===== config.mk =====
export PLATFORM = sky130hd
export DESIGN_NAME = apso_top
export DESIGN_NICKNAME = d
export VERILOG_FILES = /design/src/logic/apso_pkg.sv /design/src/logic/apso_drv_if.sv /design/src/logic/apso_top.sv /design/src/logic/apso_sync.sv /design/src/logic/apso_axis_drive.sv
export SDC_FILE = /design/constraint.sdc
export NUM_CORES = 1
export LEC_CHECK = 0
export BUFFER_PORTS_ARGS = -buffer_cell sky130_fd_sc_hd__buf_2
export CORE_ASPECT_RATIO = 1.1
export CORE_MARGIN = 2
export CORE_UTILIZATION = 50
export DETAILED_ROUTE_END_ITERATION = 8
export GPL_TIMING_DRIVEN = 0
export MAX_ROUTING_LAYER = met4
export PLACE_DENSITY_LB_ADDON = 0.05
export SLEW_MARGIN = 20
export SYNTH_ARGS = -nofsm -noshare
export SYNTH_HDL_FRONTEND = slang
export SYNTH_SLANG_ARGS = --single-unit

===== constraint.sdc =====
create_clock -name i_ref_clk -period 1.85 [get_ports i_ref_clk]
set_input_delay 0.0925 -clock i_ref_clk [delete_from_list [all_inputs] [get_ports i_ref_clk]]
set_output_delay 0.0925 -clock i_ref_clk [all_outputs]
set_load 0.05 [all_outputs]

===== src/logic/apso_pkg.sv =====
`default_nettype none
package apso_pkg;
  // ==========================================================
  // Geometry
  localparam int AXES        = 4;
  localparam int NEAR_INS    = 4;
  localparam int PIN_INS     = 24;
  // ==========================================================
  // Write port selects
  localparam logic [1:0] WSEL_REG_ONE = 2'h0;
  localparam logic [1:0] WSEL_REG_TWO = 2'h1;
  localparam logic [1:0] WSEL_GP_OUT  = 2'h2;
  localparam logic [1:0] WSEL_CFG     = 2'h3;
  // ==========================================================
  // Field positions
  localparam int REG2_LIMIT_LVL  = 3;
  localparam int CFG_PULSE_DIR   = 0;
  localparam int CFG_GP_LOW_BANK = 1;
  localparam int CFG_CMP_ROUTE   = 2;
  localparam int GP_CH2          = 2;
  localparam int GP_CH3          = 3;
  localparam int GP_CH4          = 4;
  localparam int GP_CH5          = 5;
  localparam int GP_CH6          = 6;
  localparam int GP_CH7          = 7;
  // ==========================================================
  // Reset values
  localparam logic [7:0] REG_ONE_RST = 8'h00;
  localparam logic [7:0] REG_TWO_RST = 8'h00;
  localparam logic [7:0] GP_OUT_RST  = 8'h00;
  localparam logic [7:0] CFG_RST     = 8'h00;
  localparam logic [PIN_INS-1:0] PIN_RST = 24'hFFFFFF;
  // ==========================================================
  // Timing
  localparam longint CLK_HZ       = 200_000_000;
  localparam longint STEP_HZ      = 1_000_000;
  localparam int     STEP_DIV_DEF = int'(CLK_HZ / STEP_HZ);
  localparam int     DECEL_PULSES = 8;
  // ==========================================================
  // Drive states
  typedef enum logic [2:0] {
    DRV_IDLE  = 3'b001,
    DRV_RUN   = 3'b010,
    DRV_DECEL = 3'b100
  } apso_drv_state_t;
endpackage
`default_nettype wire


===== src/logic/apso_drv_if.sv =====
`timescale 1ns/1ps
`default_nettype none
interface apso_drv_if;
  logic start;
  logic dir;
  logic ramp;
  logic tick;
  logic hard_stop;
  logic soft_stop;
  logic step;
  logic driving;
  logic dir_q;
  modport ctl (output start, dir, ramp, tick, hard_stop, soft_stop,
               input  step, driving, dir_q);
  modport drv (input  start, dir, ramp, tick, hard_stop, soft_stop,
               output step, driving, dir_q);
endinterface
`default_nettype wire


===== src/logic/apso_top.sv =====
`timescale 1ns/1ps
`default_nettype none
module apso_top
  import apso_pkg::*;
#(
  parameter int STEP_DIV = STEP_DIV_DEF,
  parameter int DECEL_N  = DECEL_PULSES
) (
  input  wire logic       i_ref_clk,
  input  wire logic       i_rst,
  input  wire logic       i_wr_en,
  input  wire logic [1:0] i_wr_axis,
  input  wire logic [1:0] i_wr_sel,
  input  wire logic [7:0] i_wr_data,
  input  wire logic [3:0] i_drive_start,
  input  wire logic [3:0] i_drive_dir,
  input  wire logic [3:0] i_drive_ramp,
  input  wire logic [3:0] i_compare_plus,
  input  wire logic [3:0] i_compare_minus,
  input  wire logic [3:0] i_limit_plus_in,
  input  wire logic [3:0] i_limit_minus_in,
  input  wire logic [3:0] i_index_phase_in,
  input  wire logic [3:0] i_near_origin_in_one,
  input  wire logic [3:0] i_near_origin_in_two,
  input  wire logic [3:0] i_near_origin_in_three,
  output logic      [3:0] o_cw_pulse_true,
  output logic      [3:0] o_cw_pulse_comp,
  output logic      [3:0] o_ccw_dir_true,
  output logic      [3:0] o_ccw_dir_comp,
  output logic      [3:0] o_gp_out_ch4,
  output logic      [3:0] o_gp_out_ch5,
  output logic      [3:0] o_servo_on_out,
  output logic      [3:0] o_drive_reset_out,
  output logic      [3:0] o_driving,
  output logic      [3:0] o_stop_limit,
  output logic      [3:0] o_stop_near,
  output logic      [7:0] o_input_status_one,
  output logic      [7:0] o_input_status_two
);
  // ==========================================================
  // Pin synchronisers
  logic [PIN_INS-1:0] pin_raw;
  logic [PIN_INS-1:0] pin_sync;
  logic [3:0]         lim_plus_s;
  logic [3:0]         lim_minus_s;
  logic [3:0]         index_s;
  logic [3:0]         near_one_s;
  logic [3:0]         near_two_s;
  logic [3:0]         near_three_s;

  assign pin_raw = {i_near_origin_in_three, i_near_origin_in_two, i_near_origin_in_one,
                    i_index_phase_in, i_limit_minus_in, i_limit_plus_in};

  apso_sync #(
    .W       (PIN_INS),
    .RST_VAL (PIN_RST)
  ) u_sync (
    .i_ref_clk (i_ref_clk),
    .i_rst     (i_rst),
    .i_async   (pin_raw),
    .o_sync    (pin_sync)
  );

  assign lim_plus_s   = pin_sync[3:0];
  assign lim_minus_s  = pin_sync[7:4];
  assign index_s      = pin_sync[11:8];
  assign near_one_s   = pin_sync[15:12];
  assign near_two_s   = pin_sync[19:16];
  assign near_three_s = pin_sync[23:20];

  // ==========================================================
  // Write decode
  logic [3:0] wr_one;
  logic [3:0] wr_two;
  logic [3:0] wr_gp;
  logic [3:0] wr_cfg;

  genvar a;
  generate
    for (a = 0; a < AXES; a++) begin : g_dec
      wire axis_hit = i_wr_en & (i_wr_axis == 2'(a));
      assign wr_one[a] = axis_hit & (i_wr_sel == WSEL_REG_ONE);
      assign wr_two[a] = axis_hit & (i_wr_sel == WSEL_REG_TWO);
      assign wr_gp[a]  = axis_hit & (i_wr_sel == WSEL_GP_OUT);
      assign wr_cfg[a] = axis_hit & (i_wr_sel == WSEL_CFG);
    end
  endgenerate

  // ==========================================================
  // Per-axis control registers
  logic [7:0] reg_one_r [AXES];
  logic [7:0] reg_two_r [AXES];
  logic [7:0] gp_r      [AXES];
  logic [7:0] cfg_r     [AXES];

  always_ff @(posedge i_ref_clk) begin
    for (int i = 0; i < AXES; i++) begin
      if (i_rst) begin
        reg_one_r[i] <= REG_ONE_RST;
        reg_two_r[i] <= REG_TWO_RST;
        gp_r[i]      <= GP_OUT_RST;
        cfg_r[i]     <= CFG_RST;
      end else begin
        if (wr_one[i]) reg_one_r[i] <= i_wr_data;
        if (wr_two[i]) reg_two_r[i] <= i_wr_data;
        if (wr_gp[i])  gp_r[i]      <= i_wr_data;
        if (wr_cfg[i]) cfg_r[i]     <= i_wr_data;
      end
    end
  end

  // ==========================================================
  // Step rate divider
  logic [15:0] div_cnt_r;
  logic        tick_r;
  wire         div_wrap = (div_cnt_r == 16'(STEP_DIV - 1));

  always_ff @(posedge i_ref_clk) begin
    if (i_rst) begin
      div_cnt_r <= 16'h0000;
      tick_r    <= 1'h0;
    end else begin
      div_cnt_r <= div_wrap ? 16'h0000 : div_cnt_r + 16'h0001;
      tick_r    <= div_wrap;
    end
  end

  // ==========================================================
  // Stop decisions and drive engines
  logic [3:0] hard_stop;
  logic [3:0] soft_stop;
  logic [3:0] step_w;
  logic [3:0] driving_w;
  logic [3:0] dir_w;
  logic [3:0] cw_nxt;
  logic [3:0] ccw_nxt;
  logic [3:0] pin4_nxt;
  logic [3:0] pin5_nxt;
  logic [3:0] servo_nxt;
  logic [3:0] dreset_nxt;
  logic [3:0] near_nib [AXES];

  generate
    for (a = 0; a < AXES; a++) begin : g_axis
      apso_drv_if dif ();
      logic [NEAR_INS-1:0] near_lvl;
      logic [NEAR_INS-1:0] near_hit;
      wire                 limit_lvl = reg_two_r[a][REG2_LIMIT_LVL];
      wire                 lim_p_act = (lim_plus_s[a] == limit_lvl);
      wire                 lim_m_act = (lim_minus_s[a] == limit_lvl);
      wire                 pulse_dir = cfg_r[a][CFG_PULSE_DIR];
      wire                 low_bank  = cfg_r[a][CFG_GP_LOW_BANK];
      wire                 cmp_route = cfg_r[a][CFG_CMP_ROUTE] & low_bank;

      assign near_lvl    = {near_three_s[a], near_two_s[a], near_one_s[a], index_s[a]};
      assign near_nib[a] = near_lvl;

      genvar k;
      for (k = 0; k < NEAR_INS; k++) begin : g_near
        // Enable in the odd bit, active level in the even bit
        assign near_hit[k] = reg_one_r[a][2*k+1] &
                             (near_lvl[k] == reg_one_r[a][2*k]);
      end

      assign hard_stop[a] = (dif.driving ? dif.dir_q : i_drive_dir[a]) ? lim_m_act : lim_p_act;
      assign soft_stop[a] = |near_hit;

      assign dif.start     = i_drive_start[a];
      assign dif.dir       = i_drive_dir[a];
      assign dif.ramp      = i_drive_ramp[a];
      assign dif.tick      = tick_r;
      assign dif.hard_stop = hard_stop[a];
      assign dif.soft_stop = soft_stop[a];
      assign step_w[a]     = dif.step;
      assign driving_w[a]  = dif.driving;
      assign dir_w[a]      = dif.dir_q;

      apso_axis_drive #(
        .DECEL_N (DECEL_N)
      ) u_drive (
        .i_ref_clk (i_ref_clk),
        .i_rst     (i_rst),
        .bus       (dif)
      );

      // Pulse pair formatting
      assign cw_nxt[a]  = pulse_dir ? step_w[a] : (step_w[a] & ~dir_w[a]);
      assign ccw_nxt[a] = pulse_dir ? dir_w[a]  : (step_w[a] &  dir_w[a]);

      // Connector channel selection
      assign pin4_nxt[a]   = cmp_route ? i_compare_plus[a]  : gp_r[a][GP_CH4];
      assign pin5_nxt[a]   = cmp_route ? i_compare_minus[a] : gp_r[a][GP_CH5];
      assign servo_nxt[a]  = low_bank  ? gp_r[a][GP_CH2] : gp_r[a][GP_CH6];
      assign dreset_nxt[a] = low_bank  ? gp_r[a][GP_CH3] : gp_r[a][GP_CH7];
    end
  endgenerate

  // ==========================================================
  // Registered pulse outputs
  logic [3:0] cw_true_r;
  logic [3:0] cw_comp_r;
  logic [3:0] ccw_true_r;
  logic [3:0] ccw_comp_r;

  always_ff @(posedge i_ref_clk) begin
    if (i_rst) begin
      cw_true_r  <= 4'h0;
      cw_comp_r  <= 4'hF;
      ccw_true_r <= 4'h0;
      ccw_comp_r <= 4'hF;
    end else begin
      cw_true_r  <= cw_nxt;
      cw_comp_r  <= ~cw_nxt;
      ccw_true_r <= ccw_nxt;
      ccw_comp_r <= ~ccw_nxt;
    end
  end

  // ==========================================================
  // Registered general outputs
  logic [3:0] pin4_r;
  logic [3:0] pin5_r;
  logic [3:0] servo_r;
  logic [3:0] dreset_r;

  always_ff @(posedge i_ref_clk) begin
    if (i_rst) begin
      pin4_r   <= 4'h0;
      pin5_r   <= 4'h0;
      servo_r  <= 4'h0;
      dreset_r <= 4'h0;
    end else begin
      pin4_r   <= pin4_nxt;
      pin5_r   <= pin5_nxt;
      servo_r  <= servo_nxt;
      dreset_r <= dreset_nxt;
    end
  end

  // ==========================================================
  // Drive status and stop causes
  logic [3:0] driving_r;
  logic [3:0] stop_limit_r;
  logic [3:0] stop_near_r;
  wire  [3:0] limit_set = driving_w & hard_stop;
  wire  [3:0] near_set  = driving_w & soft_stop;
  wire  [3:0] cause_clr = i_drive_start & ~driving_w & ~hard_stop;

  always_ff @(posedge i_ref_clk) begin
    if (i_rst) begin
      driving_r    <= 4'h0;
      stop_limit_r <= 4'h0;
      stop_near_r  <= 4'h0;
    end else begin
      driving_r    <= driving_w;
      // Set wins over the clear of a new start
      stop_limit_r <= (stop_limit_r & ~cause_clr) | limit_set;
      stop_near_r  <= (stop_near_r  & ~cause_clr) | near_set;
    end
  end

  // ==========================================================
  // Input status registers
  logic [7:0] status_one_r;
  logic [7:0] status_two_r;

  always_ff @(posedge i_ref_clk) begin
    if (i_rst) begin
      status_one_r <= 8'hFF;
      status_two_r <= 8'hFF;
    end else begin
      status_one_r <= {near_nib[1], near_nib[0]};
      status_two_r <= {near_nib[3], near_nib[2]};
    end
  end

  // ==========================================================
  // Output ports
  assign o_cw_pulse_true    = cw_true_r;
  assign o_cw_pulse_comp    = cw_comp_r;
  assign o_ccw_dir_true     = ccw_true_r;
  assign o_ccw_dir_comp     = ccw_comp_r;
  assign o_gp_out_ch4       = pin4_r;
  assign o_gp_out_ch5       = pin5_r;
  assign o_servo_on_out     = servo_r;
  assign o_drive_reset_out  = dreset_r;
  assign o_driving          = driving_r;
  assign o_stop_limit       = stop_limit_r;
  assign o_stop_near        = stop_near_r;
  assign o_input_status_one = status_one_r;
  assign o_input_status_two = status_two_r;
endmodule
`default_nettype wire


===== src/logic/apso_sync.sv =====
`timescale 1ns/1ps
`default_nettype none
module apso_sync #(
  parameter int           W       = 1,
  parameter logic [W-1:0] RST_VAL = {W{1'h0}}
) (
  input  wire logic         i_ref_clk,
  input  wire logic         i_rst,
  input  wire logic [W-1:0] i_async,
  output logic      [W-1:0] o_sync
);
  // ==========================================================
  // Three stages, accept when second and third agree
  genvar b;
  generate
    for (b = 0; b < W; b++) begin : g_bit
      logic [2:0] st_r;
      logic       q_r;
      always_ff @(posedge i_ref_clk) begin
        if (i_rst) begin
          st_r <= {3{RST_VAL[b]}};
          q_r  <= RST_VAL[b];
        end else begin
          st_r <= {st_r[1:0], i_async[b]};
          if (st_r[2] == st_r[1]) begin
            q_r <= st_r[2];
          end
        end
      end
      assign o_sync[b] = q_r;
    end
  endgenerate
endmodule
`default_nettype wire


===== src/logic/apso_axis_drive.sv =====
`timescale 1ns/1ps
`default_nettype none
module apso_axis_drive
  import apso_pkg::*;
#(
  parameter int DECEL_N = DECEL_PULSES
) (
  input  wire logic i_ref_clk,
  input  wire logic i_rst,
  apso_drv_if.drv   bus
);
  apso_drv_state_t state_r;
  apso_drv_state_t state_nxt;
  logic       phase_r;
  logic       slow_r;
  logic       step_r;
  logic       dir_r;
  logic [7:0] left_r;
  wire        in_decel  = (state_r == DRV_DECEL);
  wire        eff_tick  = bus.tick & (~in_decel | slow_r);
  wire        pulse_end = eff_tick & phase_r;
  wire        cut_now   = bus.hard_stop | (bus.soft_stop & ~bus.ramp);
  // ==========================================================
  // Drive sequencing
  always_comb begin
    state_nxt = state_r;
    case (state_r)
      DRV_IDLE: begin
        if (bus.start && !bus.hard_stop) state_nxt = DRV_RUN;
      end
      DRV_RUN: begin
        if (cut_now) state_nxt = DRV_IDLE;
        else if (bus.soft_stop) state_nxt = DRV_DECEL;
      end
      DRV_DECEL: begin
        if (bus.hard_stop || (pulse_end && left_r == 8'h00)) state_nxt = DRV_IDLE;
      end
      default: state_nxt = DRV_IDLE;
    endcase
  end
  // ==========================================================
  // Step timing, half rate while slowing down
  always_ff @(posedge i_ref_clk) begin
    if (i_rst) begin
      state_r <= DRV_IDLE;
      phase_r <= 1'h0;
      slow_r  <= 1'h0;
      step_r  <= 1'h0;
      dir_r   <= 1'h0;
      left_r  <= 8'h00;
    end else begin
      state_r <= state_nxt;
      if (state_nxt == DRV_IDLE || state_r == DRV_IDLE) begin
        phase_r <= 1'h0;
        slow_r  <= 1'h0;
        step_r  <= 1'h0;
        left_r  <= 8'(DECEL_N);
        if (state_nxt == DRV_RUN) dir_r <= bus.dir;
      end else begin
        if (in_decel && bus.tick) slow_r <= ~slow_r;
        if (eff_tick) begin
          phase_r <= ~phase_r;
          step_r  <= ~phase_r;
        end
        if (eff_tick && !phase_r && in_decel) left_r <= left_r - 8'h01;
      end
    end
  end
  assign bus.step    = step_r;
  assign bus.driving = (state_r != DRV_IDLE);
  assign bus.dir_q   = dir_r;
endmodule
`default_nettype wire


Yosys cells after proc, flatten, opt, wreduce, memory -nomap -nowiden
Memory sizes are Yosys's and may differ from the RTL's. Cells that the tools add are included.

$add $sub $neg: 5. Eq/ne operators: 79. Muxes and demuxes: 126. Bitwise operators: 117. Reductions and logical operators: 59.

Operators by type and width (number): 8-bit two-way mux (16); 1-bit two-way mux (82); 1-bit bitwise AND (60); 1-bit == test (48); 3-bit two-way mux (16); 3-bit case mux with 3 select lines (4); 8-bit logical NOT (4); 4-bit two-way mux (8); 8-bit by 1-bit subtractor with 8-bit output, second input constant (4); 4-bit bitwise AND (6); 3-bit by 1-bit == test with 1-bit output, second input constant (8); 3-bit by 2-bit == test with 1-bit output, second input constant (8); 1-bit bitwise OR (24); 1-bit logical AND (20); 1-bit inverter (20); 4-bit inverter (5); 16-bit by 1-bit adder with 16-bit output, second input constant (1); 16-bit by 8-bit == test with 1-bit output, second input constant (1); 4-bit OR reduction (4); 3-bit == test, second input constant (4); 3-bit by 1-bit != test with 1-bit output, second input constant (4); 2-bit OR reduction (5); 2-bit == test, second input constant (4); 1-bit logical NOT (8); 6 further kinds (22).

Flip-flop bits (word level): 229. Bits in writable memories: 128. Bits of input ports: 59. Output and inout bits: 60. Logic and storage cells: 477. Memories: 4.

Memory list: cfg_r (words 4, width 8, rd ports 4, clocked after Yosys merged registers in 0, write ports 4, RTL line apso_top.sv:94) `logic [7:0] cfg_r [AXES];`; gp_r (words 4, width 8, rd ports 4, clocked after Yosys merged registers in 0, write ports 4, RTL line apso_top.sv:93) `logic [7:0] gp_r [AXES];`; reg_one_r (words 4, width 8, rd ports 4, clocked after Yosys merged registers in 0, write ports 4, RTL line apso_top.sv:91) `logic [7:0] reg_one_r [AXES];`; reg_two_r (words 4, width 8, rd ports 4, clocked after Yosys merged registers in 0, write ports 4, RTL line apso_top.sv:92) `logic [7:0] reg_two_r [AXES];`.

Logic depth before layout (Yosys ltp)
Gate-level depths: netlist of run 1.

Word-level depth: 12. Gate-level depth with buffers: 8.

Hierarchy
Synthesis of run 1 repeated with hierarchy kept, for this count alone.

Cells, all modules: 1133. Area, all modules: 11946.5 µm².

Modules (own cells, without submodules): apso_top (instances 1, cells each 523, area each 5878.1 µm², seq. area each 3703.6 µm²); apso_axis_drive (instances 4, cells each 84, area each 764.5 µm², seq. area each 280.3 µm²); apso_sync (instances 1, cells each 274, area each 3010.4 µm², seq. area each 1921.8 µm²).

Worst setup path after synthesis of run 1
Ideal clock, no wire load.

Kind: register to register. Start point: mem reg_two_r[1][3]. End point: reg g_axis[1].u_drive.left_r[1]. Setup time: 82 ps. Arrival: 1876 ps. Slack: -107 ps. Cell stages (with the launch flop): 7. Path buffers: 1. Period minus slack after synthesis: 1957 ps. Cell sequence: edfxtp_1 > or3b_1 > a41oi_2 > nor3_2 > or4_1 > buf_6 > a211oi_4.

RTL lines: start: declaration (RTL line apso_top.sv:92); end signal: assignment (RTL line apso_axis_drive.sv:57) `left_r <= 8'(DECEL_N);`; end signal: assignment (RTL line apso_axis_drive.sv:65) `if (eff_tick && !phase_r && in_decel) left_r <= left_r - 8'h01;`; end: declaration (RTL line apso_axis_drive.sv:18) `logic [7:0] left_r;`.

==> run summary, run 1 <==
The tools report the TritonCTS sink count as 301. In the routed design, unresolved DRC markers number 0. After synthesis, the share of cell area in mux cells is 1.227%. The tools report the number of distinct standard cells referenced by the synthesized netlist as 68. The path class of the tightest hold or removal check is primary input to register. Clock-pin slew on the worst setup and hold paths: 0.06 ns. Entering global routing, the biggest net connects 15 pins. Hold timing on the final database bottoms out at a slack of 0.01896 ns. Adding up every negative setup slack in the final design gives -0.6338 ns. The most common cell after layout, fill and taps aside was dfxtp_1.

By area the synthesized netlist is led by dfxtp_1, edfxtp_1, or2_2. The die is 163.9 um tall. The post-synthesis share of cell area spent on and, or, nand and nor gates works out to 24.81%. The total count of hold-check failures in the final report came out at 0.

The detailed router finished its first iteration with 469 violations. At the later pin of the worst-skew pair, clock insertion delay measures 0.51 ns. The post-route fraction of the period consumed by the critical path works out to 103.6%. Global routing used 27.83% of the available met1 tracks. Share of final-layout standard cells stronger than drive strength 1: 28.87%. The via count of the first global-routing pass was 8077; the cell leakage power was 5.584 nW. The tools report the headroom to the max-slew limit as 45.32%. For the final database, setup skew stands at 0.01689 ns. The tools report the summed area of non-filler cells in the final layout as 0.01478 mm2. The leading register cell type out of synthesis is dfxtp_1.

Across the VDD grid, the largest voltage drop is 918.4 uV. A synthesized cell averages 10.47 um2. The total standard cell area after synthesis is 0.01162 mm2. The adder and majority cell fraction of the synthesized area was 0.9687%; the number of synthesized register bits was 301. CTS placed an instance of clkbuf_16 at the clock tree root. The final wirelength was 26.48 mm; the number of buffers created by CTS was 34. In this run the deepest clock path goes through 3 buffers. The net count after synthesis came out at 1178.

The congestion estimate from routability-driven global placement came to 0.8348. The number of maximum-capacitance constraint violations is 0, and the total vias in the final route is 8547. The first global-routing pass estimated 41.18 mm of wire. Before CTS, the worst setup slack after placement is -0.8140 ns. Port buffering added 117 buffers. During synthesis, Yosys emitted a total of 0 warnings.

After Yosys synthesis, XOR and XNOR cells account for 5.274% of the synthesized area. The placed instances occupy a cell area of 0.01260 mm2. The tools report the final worst slack as -0.06748 ns.

The number of setup violations in the final report came out at 24. The repair_antennas step left the layout with diodes totalling 0. Dividing total power by cell area gives a power density of 1013 mW/mm2. In this run the horizontal extent of the chip is 149.4 um. The final reports fail on negative setup slack.

After synthesis, the largest family of logic cells by area is simple AND/OR/NAND/NOR gates. The remaining global-route overflow came out at 0. The worst setup path is of the register to register kind. Counting flops with a built-in enable in the synthesized netlist gives 72. The pre-antenna-repair detailed-routing pass consisted of 5 iterations.

Derived from the worst setup path, the maximum achievable clock frequency is 0.5215 GHz. In the layout the commonest cells are dfxtp_1, nor2_1, buf_2. Summed over its instances, the top area cell type makes up 39.44% of the synthesized netlist area.

The final critical delay including setup and external delays was 1.917 ns. The top cell type by total area after synthesis was dfxtp_1. Summing the areas of all compound-gate instances in the mapped netlist gives 7.663% of the synthesized area.

The initial antenna violation count is 0, and the average wire length per cell after detail routing is 15.97 um. At the pin with the least slew margin, the transition time is 0.8202 ns. Setup repair after global routing could not meet its margin everywhere. STA classifies the critical path startpoint as a register. The synthesis-to-layout area growth was 27.12%; the fraction of synthesis flops using an asynchronous set or reset pin was 0%. Global routing consumed, on the met3 layer, 3.500% of the routing resources.

The total design power was 0.01497 W. The run finished, with violations left. TritonCTS built the clock tree. The run gives 58 as the floorplan row count. The total number of nets in the final design came out at 1401. STA classifies the critical path endpoint as a register. Number of pins exceeding their max-slew limit in the final report: 0.

Across every metal layer, demand over resource in global routing totals 22.04%. Global routing consumed, on the met2 layer, 36.09% of the routing resources. The share of the Yosys chip area taken by registers is 58.03%.

The remaining number of nets flagged by the antenna check after routing came out at 0. 119 I/O pins were placed. Of all nets on the critical path, the largest fanout is 5.

The routed via count divided by cell count is 5.155. The data required time at the worst endpoint was 2.27 ns; the half-perimeter wire length of the detailed placement result was 17.63 mm. The tools report the starting utilization of the core area as 50.85%.

The data arrival time of the worst path came out at 2.33 ns. After global routing, the most crowded layer is met2. After technology mapping, the gate count stands at 1110. The total area inside the core boundary comes to 0.02286 mm2.

Die area: 0.02449 mm2. CTS built an H-tree with a depth of 2.
==> where the power goes <==
group	switching [W]	internal, W
logic	0.000701	0.000473
clock network	0.00264	0.00404
registers	0.000142	0.00697
total	0.00349	0.0115
==> Yosys cell counts, drive strengths merged, types with 16 or more instances <==
library cell and number:
a21oi 39, and2 66, clkbuf 26, dfxtp 229
edfxtp 72, inv 21, nand2 75, nand2b 16
nand3 32, nor2 129, nor3 23, o21ai 43
or2 92, xnor2 29, xor2 41
==> flip-flops by register name, indices dropped and copies added, names as in the netlist, 8 cells and up <==
signal	count
cfg_r	12
div_cnt_r	16
g_axis.u_drive.left_r	32
g_axis.u_drive.state_r	12
gp_r	24
o_input_status_one	8
o_input_status_two	8
reg_one_r	32
u_sync.g_bit.q_r	24
u_sync.g_bit.st_r	72
==> metal layers <==
layer,vias to the layer above,share of wire [%]
li1,4260,-
met1,4041,45
met2,197,48
met3,49,4.5
met4,0,2.8
met5,-,0
==> worst max-delay path, stage by stage, from the launching register on <==
cell,delay (ns)
edfxtp_1,0.39
or3b_4,0.40
a41oi_4,0.25
nor3_4,0.07
or4_4,0.44
buf_6,0.16
a211oi_4,0.13
==> cell type report <==
cell class                      instances  area, um2
Buffer                                 31      147.6
Timing Repair Buffer                  190       1261
Clock inverter                         15      180.2
Sequential cell                       301       6766
Inverter                               22      83.83
Fill cell                            1896       8082
Multi-Input combinational cell        753       5017
Tap cell                              300      375.4
Clock buffer                           46      945.9
==> kinds of logic (layout without fill, tap and decap cells) <==
logic type,Yosys count,after routing
compound gates,132,133
buf+inv,57,304
simple gates,527,527
fa+ha+maj,9,9
mux,14,14
flops,301,301
xor+xnor,70,70
==> path summary, 6_finish.rpt <==
check / start / to / slack (ns) / cells after the start
worst max-delay path: reg_two_r[1][3] / g_axis[1].u_drive.left_r[1] / -0.07 / 6
worst max register to register: reg_two_r[1][3] / g_axis[1].u_drive.left_r[1] / -0.07 / 6
worst min register to register: u_sync.g_bit[19].st_r[0] / u_sync.g_bit[19].st_r[1] / 0.40 / 1
worst min-delay path: i_drive_dir[2] / g_axis[2].u_drive.bus.dir_q / 0.02 / 3
==> per-stage QoR <==
stage	cells	util (%)
floorplan	1110	-
global placement	1527	55.11
detailed placement	1527	55.11
CTS	1648	63.40
global route	1658	64.65
finish	1658	64.65
==> timing repair <==
item / CTS / global route
gates resized for setup: 58 / 51
setup endpoints to repair: 123 / 120
hold endpoints to repair: 44 / 0
setup buffers: 18 / 10
gates cloned: 3 / 1
hold buffers: 42 / 0
pin swaps: 21 / 25
Power figures use the tool's default switching activity.
==> run 2: changes to the inputs <==
- ABC_AREA: not set -> 1
==> run summary, run 2 <==
The maximum ir drop on the vdd rail was 704.5 uV (-23%). The area of the placeable core came out at 0.02264 mm2 (-0.95%). The top-level port count is 119 (unchanged), and the final wirelength is 23.94 mm (-9.6%). Power per cell area: 1041 mW/mm2 (+2.7%). The run gives 0.01142 mm2 (-1.7%) as the total standard cell area after synthesis. The logs give 1329 (+13%) for the net count after synthesis and 1261 (+14%) for the cell count after synthesis.

Share of the core filled with cells in the final layout: 62.19% (-2.5 points). The tools report the routability congestion estimate from global placement as 0.8373 (+0.30%). The final setup TNS was 0 ns (+0.6338 ns). For the largest net degree at the start of global routing, the log shows 16 (+1). The die area came out at 0.02407 mm2 (-1.7%). The remaining global-route overflow was 0 (unchanged).

The logs give 50.45% (-0.41 points) for the starting utilization of the core area and 1999 (+5.4%) for the number of fillers in the final layout. Timing-limited maximum frequency: 0.5842 GHz (+12%). The tools report the total count of hold-check failures in the final report as 0 (unchanged). The number of maximum-capacitance constraint violations was 0 (unchanged); the total number of nets in the final design was 1530 (+9.2%). The number of warnings issued by yosys was 0 (unchanged). The number of synthesized flops with an enable pin works out to 72 (unchanged). The average wire length per cell after detail routing was 13.40 um (-16%); the die extent in y was 162.5 um (-0.85%).

The fraction of synthesis flops using an asynchronous set or reset pin was 0% (unchanged); the fraction of post-synthesis cell area in the top cell type by area was 40.14% (+0.70 points). The critical path class was register to register. Yosys instantiated no cell more often than dfxtp_1. The number of flip-flops in the largest register was 72 (unchanged). Setup repair after global routing left no endpoint under its margin.

The largest total area in the synthesized netlist belongs to dfxtp_1. The maximum fanout count along the critical path works out to 9 (+4). The tools report the initial antenna violation count as 0 (unchanged).

CTS placed an instance of clkbuf_16 at the clock tree root. The min-delay analysis places its worst path in the category primary input to register. The clock-pin slew on the worst setup and hold paths was 0.06 ns (about the same); the summed area of non-filler cells in the final layout was 0.01408 mm2 (-4.7%). For the headroom to the max-slew limit, the log shows 38.07% (-7.3 points). Register bank with the most flops: u_sync.g_bit.st_r. The logs give 16.84 mm (-4.5%) for the half-perimeter wire length of the detailed placement result and 0 (-100%) for the number of setup violations in the final report. The logs give 6.022 nW (+7.8%) for the cell leakage power and 37.87 mm (-8.0%) for the wire length of the first global-routing pass.

The final critical delay including setup and external delays was 1.712 ns (-0.2057 ns). The synthesized area per cell was 9.058 um2 (-14%). In the layout the commonest cells are dfxtp_1, nor2_1, nand2_1. The number of synthesized register bits was 301 (unchanged).

Cell count after placement: 1679 (+10%). The number of design rule violations left after detail routing came out at 0 (unchanged). The count of buffers inserted at the top-level ports is 118 (+0.85%), and the number of buffers created by CTS is 30 (-12%). The run gives 0 (unchanged) as the antenna diode count. The largest registers in the layout are u_sync.g_bit.st_r: 72 flops, g_axis.u_drive.left_r: 32 flops, reg_one_r: 32 flops.

The buffer depth of the longest clock path was 3 (unchanged). For the number of H-tree branching levels, the log shows 1 (-1). The run gives 301 (unchanged) as the TritonCTS sink count.

The data required time at the worst endpoint is 2.28 ns (about the same). The tools report the total vias in the final route as 8500 (-0.55%). The worst setup path is launched from a register. The leading register cell type out of synthesis is dfxtp_1. The run gives 0.57 ns (+0.06 ns) as the worst-skew pair later-pin latency. The tools report the setup skew after layout as 0.03441 ns (+0.01752 ns). The routed via count divided by cell count works out to 4.759 (-7.7%). By area the synthesized netlist is led by dfxtp_1, edfxtp_1, nor2_1. The remaining number of nets flagged by the antenna check after routing came out at 0 (unchanged). The post-route fraction of the period consumed by the critical path was 92.53% (-11 points).

By count the netlist is led by dfxtp_1, nor2_1, nand2_1, inv_1, or2_2. The global-route usage over all layers was 20.26% (-1.8 points); the number of pins exceeding their max-slew limit in the final report was 0 (unchanged). The part of the Yosys area used for sequential elements was 59.06% (+1.0 points); the initial detailed-routing violation count was 398 (-15%). The number of distinct standard cells referenced by the synthesized netlist came out at 41 (-40%). TritonCTS built the clock tree. The data arrival time of the worst path is 2.14 ns (-0.19 ns). The tools report the kind of end point of the critical path as a register. The flow ran to the end, and the final reports show no timing, DRC or antenna violations. Most common cell after layout, fill and taps aside: dfxtp_1.

Relative to the synthesized area, the layout overhead comes to 23.28%. The die boundary width is 148.1 um (-0.85%), and the transition time at the pin with the least slew margin is 0.9192 ns (+0.09907 ns). The via count of the first global-routing pass was 7711 (-4.5%); the share of final-layout standard cells stronger than drive strength 1 was 21.94% (-6.9 points). The floorplan row count is 58 (unchanged).

The number of optimization iterations in the first detailed-route pass came out at 5 (unchanged). The tools report the standard cell area after detailed placement as 0.01239 mm2 (-1.7%). The filler-free cell count of the finished design came out at 1786 (+7.7%).
-- run 2: worst max-delay path, stage by stage, from the launching register on --
cell      delay [ns]
edfxtp_1        0.38
inv_1           0.06
nand2_1         0.04
nand3_1         0.09
o21ai_0         0.10
nor2_1          0.33
nor2_1          0.08
nand3_1         0.09
nand2_1         0.07
inv_1           0.08
nand2_2         0.08
nand2_4         0.12
nor2_1          0.06
-- run 2: area by class of cell --
cell class | instances | area (um2) | share of cell area [%]
plain buffers | 23 | 91.34 | 0.6487
clock buffers | 44 | 897.1 | 6.371
clock inverters | 12 | 197.7 | 1.404
inverters | 154 | 578.1 | 4.105
multi-input cells | 785 | 4123 | 29.28
flip-flops and latches | 301 | 6750 | 47.94
well taps | 300 | 375.4 | 2.666
repair buffers | 167 | 1069 | 7.588
-- run 2: path summary, 6_finish.rpt --
kind | depth (start not counted) | to | start | slack, ns
hold / removal | 6 | g_axis[1].u_drive.bus.dir_q | i_drive_start[1] | 0.03
setup reg to reg | 12 | g_axis[1].u_drive.slow_r | reg_one_r[1][4] | 0.14
setup / recovery | 12 | g_axis[1].u_drive.slow_r | reg_one_r[1][4] | 0.14
hold reg to reg | 1 | u_sync.g_bit[5].st_r[1] | u_sync.g_bit[5].st_r[0] | 0.40
-- run 2: cell families (layout without fill, tap and decap cells) --
| family | after synthesis | count (layout) | synth area share, % |
|---|---|---|---|
| AND/OR/NAND/NOR | 600 | 602 | 25.36 |
| adder cells (fa/ha/maj) | 9 | 9 | 0.9859 |
| flip-flops | 301 | 301 | 59.06 |
| XOR/XNOR | 30 | 30 | 2.366 |
| AO/OA/AOI/OAI | 144 | 144 | 6.397 |
| buffers and inverters | 177 | 400 | 5.828 |
-- run 2: metrics by stage --
step / setup slack (ns) / power, W / hold WS [ns]
finish: 0.1383 / 0.01466 / 0.02962
global route: 0.003122 / 0.01521 / 0.03418
CTS: 0.002416 / 0.01478 / 0.002189
detailed placement: -0.6299 / 0.008146 / 0.2765
global placement: -0.5966 / 0.008131 / 0.2749
floorplan: 0.2432 / 0.007838 / 0.1963
-- run 2: metal layers --
metal  global-route usage, %  vias to the layer above  routed length (um)  share of wire, %
met3                   2.913                       30                1257               5.3
met2                   33.67                      190               11460                48
met1                   26.05                     3858               10710                45
met4                   5.628                        0                 510               2.1
li1                        -                     4422                   -                 -
met5                       -                        -                   0                 0
-- run 2: repair_timing --
item,in CTS,in global routing
endpoints found under the setup margin,36,53
endpoints found under the hold margin,50,0
buffers inserted,0,5
pin swaps,0,7
resized for setup,7,26
hold buffers,44,0
gates cloned,0,2
-- run 2: where the power goes --
part,internal [W],leakage [nW],switching [W]
clock,0.00406,0.543,0.00248
combinational,0.000345,2.92,0.000689
sequential,0.00697,2.56,0.000108
total,0.0114,6.02,0.00328
